$ cat config.mk
export PLATFORM = sky130hd
export DESIGN_NAME = tc16_timer
export DESIGN_NICKNAME = d
export VERILOG_FILES = /design/src/tc16_pkg.sv /design/src/tc16_presc.sv /design/src/tc16_sync.sv /design/src/tc16_timer.sv
export SDC_FILE = /design/constraint.sdc
export NUM_CORES = 1
export LEC_CHECK = 0
export ABC_CLOCK_PERIOD_IN_PS = 2570
export BUFFER_PORTS_ARGS = -buffer_cell sky130_fd_sc_hd__buf_2
export CAP_MARGIN = 20
export CORE_UTILIZATION = 45
export CTS_BUF_LIST = sky130_fd_sc_hd__clkbuf_16
export DETAILED_ROUTE_END_ITERATION = 12
export GPL_TIMING_DRIVEN = 0
export PLACE_DENSITY = 0.68
export SYNTH_ARGS = -nofsm -noshare
export SYNTH_HDL_FRONTEND = slang
export SYNTH_SLANG_ARGS = --single-unit
$ cat constraint.sdc
create_clock -name ref_clk -period 2.57 [get_ports ref_clk]
set_input_delay 0.257 -clock ref_clk [delete_from_list [all_inputs] [get_ports ref_clk]]
set_output_delay 0.257 -clock ref_clk [all_outputs]
set_load 0.05 [all_outputs]
$ cat src/tc16_pkg.sv
// Package: register map, field layout, reset values and shared types of the 16-bit timer
package tc16_pkg;

   // Register byte offsets on the Avalon-MM slave
   localparam logic [4:0] OFS_CNT_LO = 5'h00;
   localparam logic [4:0] OFS_CNT_HI = 5'h04;
   localparam logic [4:0] OFS_CTRL = 5'h08;
   localparam logic [4:0] OFS_GATE = 5'h0c;
   localparam logic [4:0] OFS_STAT = 5'h10;

   // Field positions
   localparam int unsigned STAT_OVF_BIT = 0;
   localparam int unsigned STAT_OSC_BIT = 1;
   localparam int unsigned GATE_GE_BIT = 7;
   localparam int unsigned GATE_GVAL_BIT = 2;

   // Values after reset, and the all-ones count that rolls over
   localparam logic [15:0] CNT_RST = 16'h0000;
   localparam logic [7:0] CTRL_RST = 8'h00;
   localparam logic [1:0] GSS_RST = 2'h0;
   localparam logic [15:0] CNT_ALL_ONES = 16'hffff;

   // Ref clock cycles per instruction cycle, and the last phase of one
   localparam int unsigned INSTR_CYCLES = 4;
   localparam logic [1:0] PHASE_LAST = 2'(INSTR_CYCLES - 1);

   // Counting source select
   typedef enum logic [1:0] {
      TC16_CS_INSTR = 2'b00,
      TC16_CS_SYS = 2'b01,
      TC16_CS_EXT = 2'b10,
      TC16_CS_CPS = 2'b11
   } tc16_csel_t;

   // Gate source select
   typedef enum logic [1:0] {
      TC16_GS_PIN = 2'b00,
      TC16_GS_CMP1 = 2'b01,
      TC16_GS_CMP2 = 2'b10,
      TC16_GS_NONE = 2'b11
   } tc16_gsel_t;

   // Control register layout, bit 7 down to bit 0
   typedef struct packed {
      tc16_csel_t clock_source_select;
      logic [1:0] prescale_select;
      logic crystal_osc_enable;
      logic sync_disable;
      logic rsv;
      logic counter_on;
   } tc16_ctrl_t;

   // Pins that arrive from outside the ref_clk domain
   typedef struct packed {
      logic ext_clock;
      logic cps_osc;
      logic crystal_in;
      logic gate;
      logic cmp1;
      logic cmp2;
   } tc16_pins_t;

endpackage

$ cat src/tc16_presc.sv
// Prescaler: passes one of every 1, 2, 4 or 8 source ticks
`timescale 1ns/1ps
module tc16_presc #(
   parameter int unsigned PS_W = 2
) (
   input wire logic ref_clk,
   input wire logic rst_b,
   input wire logic tick_in,
   input wire logic clear,
   input wire logic [PS_W-1:0] sel,
   output logic tick_out
);
   localparam int unsigned CW = (1 << PS_W) - 1;

   typedef struct packed {
      logic [CW-1:0] cnt;
   } tc16_presc_st_t;

   tc16_presc_st_t st_q;
   tc16_presc_st_t st_d;
   logic [CW-1:0] mask;

   // Elaboration guard: wider codes would need a longer hidden counter
   if (PS_W < 1 || PS_W > 4) begin : g_bad_ps_w
      $error("tc16_presc: PS_W must be 1 to 4");
   end

   // Select code n divides by 2**n; counter is hidden from software
   always_comb begin
      mask = CW'((1 << sel) - 1);
      tick_out = tick_in && ((st_q.cnt & mask) == mask);
      st_d = st_q;
      if (clear) begin
         st_d.cnt = '0;
      end else if (tick_in) begin
         st_d.cnt = CW'(st_q.cnt + 1'b1);
      end
   end

   always_ff @(posedge ref_clk or negedge rst_b) begin
      if (!rst_b) begin
         st_q <= '0;
      end else begin
         st_q <= st_d;
      end
   end
endmodule

$ cat src/tc16_sync.sv
// Two-flop synchroniser for a bundle of asynchronous levels
`timescale 1ns/1ps
module tc16_sync #(
   parameter int unsigned W = 6
) (
   input wire logic ref_clk,
   input wire logic rst_b,
   input wire logic [W-1:0] async_in,
   output logic [W-1:0] sync_out
);
   typedef struct packed {
      logic [W-1:0] meta;
      logic [W-1:0] stable;
   } tc16_sync_st_t;

   tc16_sync_st_t st_q;
   tc16_sync_st_t st_d;

   // Elaboration guard: an empty bundle has nothing to carry
   if (W < 1) begin : g_bad_width
      $error("tc16_sync: width must be at least one");
   end

   // First stage feeds only the second stage
   always_comb begin
      st_d.meta = async_in;
      st_d.stable = st_q.meta;
   end

   always_ff @(posedge ref_clk or negedge rst_b) begin
      if (!rst_b) begin
         st_q <= '0;
      end else begin
         st_q <= st_d;
      end
   end

   assign sync_out = st_q.stable;
endmodule

$ cat src/tc16_timer.sv
// Top: 16-bit up-counter with prescaler, gate and Avalon-MM register slave
// What this block does
// - 16-bit up-counter as high and low bytes; writing a byte loads it at once
// - Off when on bit clear; without gate enable counts unless asleep on a synchronous source; else gate decides
// - Source field picks system, instruction, cap-sense, or pin/crystal by oscillator bit
// - Instruction source counts once per instruction cycle; system source four per cycle
// - External sources count on rising edges, synchronised or asynchronous
// - In counter mode a falling edge must precede the first counted rising edge
// - Prescaler divides the selected source by 1, 2, 4 or 8
// - Prescaler hidden from software, cleared by any write to a count byte
// - Oscillator-enable bit starts the crystal oscillator; it keeps running in sleep
// - Sync-disable bit bypasses the extra sync_tick flop; pins still pass the two-flop synchroniser
// - Asynchronous external counting continues in sleep; overflow can wake the processor
// - Mode switches may lose or add one increment; this is tolerated
// - Count can be gated by the gate pin or either comparator output
// - Rollover from all ones sets overflow flag, held until software clears it
// - Gate enabled and gate inactive: counter holds its value
`timescale 1ns/1ps
module tc16_timer (
   input wire logic ref_clk,
   input wire logic rst_b,
   input wire logic [4:0] avs_address,
   input wire logic avs_read,
   input wire logic avs_write,
   input wire logic [31:0] avs_writedata,
   input wire logic [3:0] avs_byteenable,
   output logic [31:0] avs_readdata,
   output logic avs_waitrequest,
   input wire logic ext_clock_pin,
   input wire logic cps_osc_pin,
   input wire logic crystal_in_pin,
   output logic crystal_out_pin,
   input wire logic gate_pin,
   input wire logic cmp1_out,
   input wire logic cmp2_out,
   input wire logic cpu_sleep,
   output logic overflow_flag,
   output logic wake_req
);
   typedef struct packed {
      logic [15:0] count;
      tc16_pkg::tc16_ctrl_t ctl;
      logic gate_enable;
      tc16_pkg::tc16_gsel_t gss;
      logic ovf;
      logic armed;
      logic ext_prev;
      logic sync_tick;
      logic [1:0] phase;
      logic xtal_out;
      logic wake;
      logic waitreq;
      logic [31:0] rdata;
   } tc16_state_t;

   tc16_state_t st_q;
   tc16_state_t st_d;
   tc16_pkg::tc16_pins_t pins_raw;
   tc16_pkg::tc16_pins_t pins;
   logic ext_lvl;
   logic is_ext;
   logic gate_lvl;
   logic run;
   logic raw_tick;
   logic ptick;
   logic inc;
   logic rise;
   logic fall;
   logic bus_done;
   logic wr_ok;
   logic cnt_wr;
   logic ovf_set;
   logic ovf_clr;
   logic [7:0] rd_byte;

   // All pin inputs cross into ref_clk before any logic reads them
   assign pins_raw = '{ext_clock: ext_clock_pin, cps_osc: cps_osc_pin,
                       crystal_in: crystal_in_pin, gate: gate_pin,
                       cmp1: cmp1_out, cmp2: cmp2_out};

   tc16_sync #(
      .W(6)
   ) u_sync (
      .ref_clk(ref_clk),
      .rst_b(rst_b),
      .async_in(pins_raw),
      .sync_out(pins)
   );

   tc16_presc #(
      .PS_W(2)
   ) u_presc (
      .ref_clk(ref_clk),
      .rst_b(rst_b),
      .tick_in(raw_tick),
      .clear(cnt_wr),
      .sel(st_q.ctl.prescale_select),
      .tick_out(ptick)
   );

   // Source, gate and enable decode
   always_comb begin
      is_ext = st_q.ctl.clock_source_select[1];
      case (st_q.ctl.clock_source_select)
         tc16_pkg::TC16_CS_EXT: begin
            ext_lvl = st_q.ctl.crystal_osc_enable ? pins.crystal_in : pins.ext_clock;
         end
         tc16_pkg::TC16_CS_CPS: begin
            ext_lvl = pins.cps_osc;
         end
         default: begin
            ext_lvl = 1'b0;
         end
      endcase
      case (st_q.gss)
         tc16_pkg::TC16_GS_PIN: gate_lvl = pins.gate;
         tc16_pkg::TC16_GS_CMP1: gate_lvl = pins.cmp1;
         tc16_pkg::TC16_GS_CMP2: gate_lvl = pins.cmp2;
         default: gate_lvl = 1'b0;
      endcase
      rise = ext_lvl && !st_q.ext_prev;
      fall = !ext_lvl && st_q.ext_prev;
      // Internal clocks stop in sleep; only an asynchronous external source keeps going
      run = st_q.ctl.counter_on && (!st_q.gate_enable || gate_lvl)
            && (!cpu_sleep || (is_ext && st_q.ctl.sync_disable));
   end

   // Per-source tick ahead of the prescaler
   always_comb begin
      case (st_q.ctl.clock_source_select)
         tc16_pkg::TC16_CS_SYS: raw_tick = run;
         tc16_pkg::TC16_CS_INSTR: raw_tick = run && (st_q.phase == tc16_pkg::PHASE_LAST);
         default: raw_tick = run && rise && st_q.armed;
      endcase
      // Synchronous mode adds one flop of delay, so a mode switch may drop or add one count
      if (is_ext && !st_q.ctl.sync_disable) begin
         inc = st_q.sync_tick && run;
      end else begin
         inc = ptick;
      end
   end

   // Bus handshake: first edge lowers waitrequest, second edge completes
   always_comb begin
      bus_done = (avs_read || avs_write) && !st_q.waitreq;
      wr_ok = bus_done && avs_write && avs_byteenable[0];
      cnt_wr = wr_ok && (avs_address == tc16_pkg::OFS_CNT_LO || avs_address == tc16_pkg::OFS_CNT_HI);
      ovf_set = inc && (st_q.count == tc16_pkg::CNT_ALL_ONES);
      ovf_clr = wr_ok && (avs_address == tc16_pkg::OFS_STAT) && avs_writedata[tc16_pkg::STAT_OVF_BIT];
      case (avs_address)
         tc16_pkg::OFS_CNT_LO: rd_byte = st_q.count[7:0];
         tc16_pkg::OFS_CNT_HI: rd_byte = st_q.count[15:8];
         tc16_pkg::OFS_CTRL: rd_byte = st_q.ctl;
         tc16_pkg::OFS_GATE: rd_byte = {st_q.gate_enable, 4'h0, gate_lvl, st_q.gss};
         tc16_pkg::OFS_STAT: rd_byte = {6'h00, st_q.ctl.crystal_osc_enable, st_q.ovf};
         default: rd_byte = 8'h00;
      endcase
   end

   // Next state
   always_comb begin
      st_d = st_q;
      st_d.phase = 2'(st_q.phase + 1'b1);
      st_d.ext_prev = ext_lvl;
      st_d.sync_tick = ptick && is_ext && !st_q.ctl.sync_disable;
      // Count: a byte write beats an increment in the same cycle
      if (cnt_wr) begin
         if (avs_address == tc16_pkg::OFS_CNT_LO) begin
            st_d.count[7:0] = avs_writedata[7:0];
         end else begin
            st_d.count[15:8] = avs_writedata[7:0];
         end
      end else if (inc) begin
         st_d.count = 16'(st_q.count + 1'b1);
      end
      // Edge qualifier is lost on disable or count write
      if (!st_q.ctl.counter_on || cnt_wr) begin
         st_d.armed = 1'b0;
      end else if (fall && is_ext) begin
         st_d.armed = 1'b1;
      end
      // Set wins over a clear in the same cycle
      st_d.ovf = ovf_set || (st_q.ovf && !ovf_clr);
      st_d.wake = ovf_set && cpu_sleep;
      // Crystal amplifier runs whenever enabled, sleep or not
      st_d.xtal_out = st_q.ctl.crystal_osc_enable && !pins.crystal_in;
      if (wr_ok && avs_address == tc16_pkg::OFS_CTRL) begin
         st_d.ctl = avs_writedata[7:0];
         st_d.ctl.rsv = 1'b0;
      end
      if (wr_ok && avs_address == tc16_pkg::OFS_GATE) begin
         st_d.gate_enable = avs_writedata[tc16_pkg::GATE_GE_BIT];
         st_d.gss = tc16_pkg::tc16_gsel_t'(avs_writedata[1:0]);
      end
      if (avs_read || avs_write) begin
         st_d.waitreq = !st_q.waitreq;
         if (st_q.waitreq) begin
            st_d.rdata = {24'h000000, rd_byte};
         end
      end else begin
         st_d.waitreq = 1'b1;
      end
   end

   // One register bank for the whole state; reset loads constants only
   always_ff @(posedge ref_clk or negedge rst_b) begin
      if (!rst_b) begin
         st_q <= '{count: tc16_pkg::CNT_RST, ctl: tc16_pkg::CTRL_RST, gate_enable: 1'b0,
                   gss: tc16_pkg::TC16_GS_PIN, ovf: 1'b0, armed: 1'b0, ext_prev: 1'b0,
                   sync_tick: 1'b0, phase: 2'h0, xtal_out: 1'b0, wake: 1'b0,
                   waitreq: 1'b1, rdata: 32'h00000000};
      end else begin
         st_q <= st_d;
      end
   end

   // Every output is a flop of the state struct
   assign avs_readdata = st_q.rdata;
   assign avs_waitrequest = st_q.waitreq;
   assign crystal_out_pin = st_q.xtal_out;
   assign overflow_flag = st_q.ovf;
   assign wake_req = st_q.wake;
endmodule

# --- Word-level counts from Yosys, hierarchy flattened ---
# Index checks and enable logic that the tools add are counted.
word_totals:
  reg_bits: 58
  input_bits: 52
  output_inout_bits: 36
  elab_cells: 106
op_classes:
  addsub: 4
  n_eq_ne: 14
  shifts: 1
  muxes: 15
  bitwise_logic: 1
  reduce_logical: 50
ops:
  columns: ["operator", "count"]
  rows:
  - ["case mux 8 bit (5 select lines)", 1]
  - ["2-to-1 mux 16 bit", 2]
  - ["logical AND 1 bit", 26]
  - ["adder 16 x 1 -> 16 bit (second input constant)", 1]
  - ["== test 16 bit (second input constant)", 1]
  - ["2-to-1 mux 8 bit", 2]
  - ["== test 5 x 4 -> 1 bit (second input constant)", 2]
  - ["zero test 1 bit", 9]
  - ["== test 2 bit (second input constant)", 4]
  - ["logical OR 1 bit", 6]
  - ["2-to-1 mux 3 bit", 2]
  - ["AND reduction 2 bit", 3]
  - ["nonzero test 2 bit", 3]
  - ["== test 5 x 3 -> 1 bit (second input constant)", 1]
  - ["== test 5 bit (second input constant)", 1]
  - ["zero test 5 bit", 1]
  - ["2-to-1 mux 1 bit", 5]
  - ["== test 2 x 1 -> 1 bit (second input constant)", 2]
  - ["zero test 2 bit", 2]
  - ["case mux 1 bit (2 select lines)", 2]
  - ["adder 3 x 1 -> 3 bit (second input constant)", 1]
  - ["AND 3 bit", 1]
  - ["== test 3 bit", 1]
  - ["case mux 1 bit (3 select lines)", 1]
  - ["5 further kinds", 5]

# --- Logic depth before layout (Yosys ltp) ---
logic_depth:
  ltp_word: 12
  ltp_mapped: 8
  mapped_depth_nobuf: 7

# --- Cells and area by module ---
# A second synthesis with hierarchy kept.
hier_totals:
  cells_unflattened: 309
  hier_area_um2: 3156.8
modules_own_cells:
  columns: ["module", "instances", "cells_each", "area_each_um2", "seq_area_each_um2"]
  rows:
  - ["tc16_timer", 1, 281, 2692.6, 1077.3]
  - ["tc16_sync", 1, 12, 300.3, 300.3]
  - ["tc16_presc", 1, 16, 163.9, 75.1]

# --- Worst setup path after synthesis ---
# No wires, ideal clock.
synth_timing:
  path_type: "register to register"
  startpoint: "register st_q, in the netlist avs_waitrequest"
  endpoint: "register st_q[67] (netlist name)"
  setup_time_ns: 0.130
  arrival_time_ns: 1.719
  required_ns: 2.440
  setup_slack_ns: 0.721
  stages_incl_launch_ff: 8
  n_path_buf: 1
  period_less_slack_ns: 1.849
  cell_sequence: "dfstp_2 -> nand3b_1 -> or4_1 -> buf_2 -> nor2_2 -> or3_1 -> nor3_1 -> o21ai_0"
synth_between:
  elab_chain_len: 7
  word_cells_on_any_way: 9
  cone_classes: "1 x eq/ne; 1 x mux; 7 x reduce/logical"
synth_rtl:
  columns: ["element", "line_no", "text"]
  rows:
  - ["start: declaration", "tc16_timer.sv:56", "tc16_state_t st_q;"]
  - ["start signal: assignment", "tc16_timer.sv:208", "st_q <= '{count: tc16_pkg::CNT_RST, ctl: tc16_pkg::CTRL_RST, gate_enable: 1'b0,"]
  - ["start signal: assignment", "tc16_timer.sv:213", "st_q <= st_d;"]
  - ["zero test 1 bit (*)", "tc16_timer.sv:145", "bus_done = (avs_read || avs_write) && !st_q.waitreq;"]
  - ["logical AND 1 bit (*)", "tc16_timer.sv:145", null]
  - ["logical AND 1 bit (*) (2 in a row)", "tc16_timer.sv:146", "wr_ok = bus_done && avs_write && avs_byteenable[0];"]
  - ["logical AND 1 bit (*)", "tc16_timer.sv:147", "cnt_wr = wr_ok && (avs_address == tc16_pkg::OFS_CNT_LO || avs_address == tc16_pkg::OFS_CNT_HI);"]
  - ["inequality test 2 bit (no line) / nonzero test 2 bit (equally long branches)", null, null]
  - ["AND reduction 2 bit (no line)", null, null]
# Every way passes the cells marked *; elsewhere a longest branch is shown, timed or not.
# A chain may end at the register's enable or synchronous reset.

==> metrics.log <==
[metrics] remaining antenna violation count after routing: 0
[metrics] starting density of the core: 0.468
[metrics] Data required, critical path: 2.79 ns
[metrics] instance count along the most critical hold path: 1
[metrics] actual slew at the worst max-slew pin: 0.745 ns
[metrics] overall routed net length: 7750 um
[metrics] clock-pin slew on the worst setup and hold paths: 0.06 ns
[metrics] cell count after placement: 470
[metrics] number of fill cells in the layout: 628
[metrics] vias in the first global route: 2432
[metrics] Hold Crit Endpoint: u_sync.st_d[1]$_DFF_PN0_
[metrics] weighted congestion reported at the end of routability-driven placement: 0.951
[metrics] CTS tree: yes
[metrics] Worst Slack Setup Final: 0.256 ns
[metrics] detailed-placement wirelength estimate: 5750 um
[metrics] postcts setup bufs: 0
[metrics] share of the yosys chip area belonging to registers: 0.454
[metrics] number of vias after detailed routing: 2537
[metrics] post-route cell area: 0.00393 mm2
[metrics] leakage dissipation: 1.80 nW
[metrics] number of antenna violations at the first check in global routing: 0
[metrics] cell type contributing the most total cell area after synthesis: sky130_fd_sc_hd__dfrtp_1
[metrics] share of layout cells above drive strength 1: 0.286
[metrics] number of clock sinks: 58
[metrics] n_diodes: 0
[metrics] area enclosed by the die boundary: 0.00745 mm2
[metrics] worst path arrival time: 2.54 ns
[metrics] worst skew pair latency: 0.33 ns
[metrics] share of async-settable or async-resettable flops after synthesis: 1.00
[metrics] pre-CTS WS: 0.307 ns
[metrics] Synth Flop Type: sky130_fd_sc_hd__dfrtp_1
[metrics] drt wl/cell: 15.9 um
[metrics] timing-limited maximum frequency: 432 MHz
[metrics] instance count of the mapped netlist: 317
[metrics] most area-consuming cells after synthesis: sky130_fd_sc_hd__dfrtp_1 45%, sky130_fd_sc_hd__buf_4 7.5%, sky130_fd_sc_hd__nand2_1 4.0%, sky130_fd_sc_hd__nor2_1 2.5%, sky130_fd_sc_hd__o21ai_0 2.2%
[metrics] all-layer global routing usage: 0.231
[metrics] crit-path max FO: 7
[metrics] Port-buffer cells: 33
[metrics] Post-synth EDFFs: 0
[metrics] YS warnings: 0
[metrics] worst setup slack for register-to-register paths: 0.26 ns
[metrics] post-layout total power: 2.75 mW
[metrics] layout net count: 441
[metrics] number of cells traversed by the worst register-to-register path: 6
[metrics] number of buffers created by CTS: 9
[metrics] count of cell types in the netlist: 67
[metrics] endpoint of the most critical register-to-register path: wake_req$_DFF_PN0_
[metrics] top-count cell post-synth: sky130_fd_sc_hd__dfrtp_1
[metrics] critical path type: flop to flop
[metrics] number of optimization iterations in the first detailed-route pass: 4
[metrics] fin cells: 487
[metrics] die span in y: 86.3 um
[metrics] number of pins exceeding their max-slew limit in the final report: 0
[metrics] Avg Cell Area, Syn: 10.1 um2
[metrics] number of flip-flops and latches in the synthesized netlist: 58
[metrics] unrepaired setup endpoints after global routing: no
[metrics] FP Rows: 30
[metrics] pin count of the biggest net entering global routing: 41
[metrics] setup violation total in the final timing report: 0
[metrics] placement-stage cell area: 0.00359 mm2
[metrics] final-layout setup total negative slack: 0 ns
[metrics] critical path capture point type: flop
[metrics] cell chosen for the clock root: sky130_fd_sc_hd__clkbuf_16
[metrics] total DRC errors in the routed layout: 0
[metrics] worst max-slew margin expressed relative to the limit: 0.501
[metrics] Maximum Capacitance Violations: 0
[metrics] maximum level of the CTS H-tree: 3
[metrics] DRT iter0 DRCs: 190
[metrics] minimum clock period: 2.31 ns
[metrics] final hold violations: 0
[metrics] fraction of synthesized cell area taken by the top area cell type: 0.446
[metrics] DR vias/cell: 5.21
[metrics] min-delay src: cmp1_out
[metrics] width of the chip: 86.3 um
[metrics] period utilization: 0.900
[metrics] worst flop-to-flop path startpoint: st_q[42]$_DFFE_PN0P_
[metrics] Peak VDD IR: 0.563 mV
[metrics] outcome: finished clean
[metrics] HP Class: primary input to flop
[metrics] commonest cells in the netlist: 57 x sky130_fd_sc_hd__dfrtp_1, 34 x sky130_fd_sc_hd__nand2_1, 32 x sky130_fd_sc_hd__buf_4
[metrics] power density over the cells: 700 mW/mm2
[metrics] placeable core region: 0.00683 mm2
[metrics] Syn-to-layout area delta: 22.8%
[metrics] Post-Syn Area: 0.00320 mm2
[metrics] Max Clock Skew: 0.00797 ns
[metrics] Boundary Pins: 88
[metrics] Clock Path Buffers: 2
[metrics] total congestion overflow: 0
[metrics] startpoint type of the worst setup path: flop
[metrics] wire length of the first global-routing pass: 12700 um
-- repair_timing --
| item | CTS | global route |
|---|---|---|
| hold endpoints to repair | 18 | 0 |
| gates resized for setup | 0 | 0 |
| hold buffers | 1 | 0 |
-- metal layers --
metal,up-vias,GRT usage,routed length [um],share of wire
met5,-,0,0,0
met4,0,0.105,158,0.020
met3,18,0.0448,456,0.059
met2,88,0.368,3700,0.48
met1,1198,0.306,3430,0.44
li1,1233,-,-,-
-- cell families (layout without fill, tap and decap cells) --
kind of cell	count (synthesis)	after routing	share of synthesized area
compound gates	73	73	0.181
xor+xnor	4	4	0.0109
fa+ha+maj	3	3	0.0117
buf+inv	50	101	0.101
flops	58	58	0.454
mux	15	15	0.0508
other cells	1	24	0.00117
simple gates	113	113	0.189
-- worst max-delay path, cell delays in order, from the launching register on --
cell and delay (ns):
sky130_fd_sc_hd__dfrtp_1 0.42, sky130_fd_sc_hd__mux2i_1 0.15, sky130_fd_sc_hd__o211ai_1 0.26, sky130_fd_sc_hd__nand3_1 0.33, sky130_fd_sc_hd__a21oi_1 0.53, sky130_fd_sc_hd__nand2_1 0.22, sky130_fd_sc_hd__nor3_1 0.28
-- layout by cell type (no fill, tap or decap), types with 3 or more instances in the layout --
cell / n
sky130_fd_sc_hd__and2_1: 5
sky130_fd_sc_hd__ha_1: 3
sky130_fd_sc_hd__a22o_1: 4
sky130_fd_sc_hd__o21ai_0: 14
sky130_fd_sc_hd__nor2_1: 21
sky130_fd_sc_hd__buf_2: 39
sky130_fd_sc_hd__nor3_1: 8
sky130_fd_sc_hd__and3_1: 5
sky130_fd_sc_hd__o21ai_1: 3
sky130_fd_sc_hd__buf_4: 32
sky130_fd_sc_hd__or3_1: 5
sky130_fd_sc_hd__mux2_1: 4
sky130_fd_sc_hd__inv_1: 7
sky130_fd_sc_hd__mux2i_1: 5
sky130_fd_sc_hd__a21o_1: 3
sky130_fd_sc_hd__a311oi_1: 3
sky130_fd_sc_hd__mux2_2: 6
sky130_fd_sc_hd__nand4_1: 3
sky130_fd_sc_hd__clkbuf_16: 9
sky130_fd_sc_hd__conb_1: 24
sky130_fd_sc_hd__a21oi_1: 11
sky130_fd_sc_hd__clkinv_4: 3
sky130_fd_sc_hd__dfrtp_1: 57
sky130_fd_sc_hd__xnor2_1: 3
sky130_fd_sc_hd__clkbuf_1: 4
sky130_fd_sc_hd__nand2_1: 34
sky130_fd_sc_hd__nand3b_1: 6
sky130_fd_sc_hd__nand3_1: 8
sky130_fd_sc_hd__a211oi_1: 5
-- where the power goes --
| group | leakage (nW) | internal, mW | switching [mW] |
|---|---|---|---|
| registers | 0.749 | 0.989 | 0.0879 |
| logic | 0.900 | 0.139 | 0.234 |
| clock network | 0.156 | 0.855 | 0.443 |
| total | 1.80 | 1.98 | 0.766 |
-- metrics by stage --
stage,hold WS (ns),utilization
floorplan,-0.0386,-
global placement,0.334,0.523
detailed placement,0.237,0.526
CTS,0.0201,0.575
global route,0.0177,0.575
finish,0.0244,0.575
-- sequential cells by signal, summed over array words and instances, names as in the netlist --
signal and cells:
avs_readdata 8, st_q 30, overflow_flag 1, avs_waitrequest 1, wake_req 1, crystal_out_pin 1, u_sync.sync_out 6, u_presc.st_q 3
is_ext 1, u_sync.st_d 6
-- final cells by class --
| cell class | instances | area, um2 | area share |
|---|---|---|---|
| clock buffers | 9 | 225 | 0.0573 |
| flip-flops and latches | 58 | 1450 | 0.370 |
| clock inverters | 7 | 103 | 0.0261 |
| repair buffers | 35 | 195 | 0.0497 |
| plain buffers | 43 | 297 | 0.0755 |
| inverters | 7 | 26.3 | 0.00669 |
| well taps | 96 | 120 | 0.0306 |
| multi-input cells | 232 | 1510 | 0.385 |
-- how the worst max path moves through the flow --
stage / start / end / slack (ns) / cells past startpoint
CTS: st_q[42]$_DFFE_PN0P_ / wake_req$_DFF_PN0_ / 0.31 / 6
global placement: st_q[42]$_DFFE_PN0P_ / wake_req$_DFF_PN0_ / 0.30 / 6
global route: st_q[42]$_DFFE_PN0P_ / wake_req$_DFF_PN0_ / 0.03 / 6
floorplan: avs_waitrequest$_DFF_PN1_ / st_q[67]$_DFFE_PN0P_ / 0.72 / 7
finish: st_q[42]$_DFFE_PN0P_ / wake_req$_DFF_PN0_ / 0.26 / 6
detailed placement: st_q[42]$_DFFE_PN0P_ / wake_req$_DFF_PN0_ / 0.31 / 6
Power figures use the tool's default switching activity.
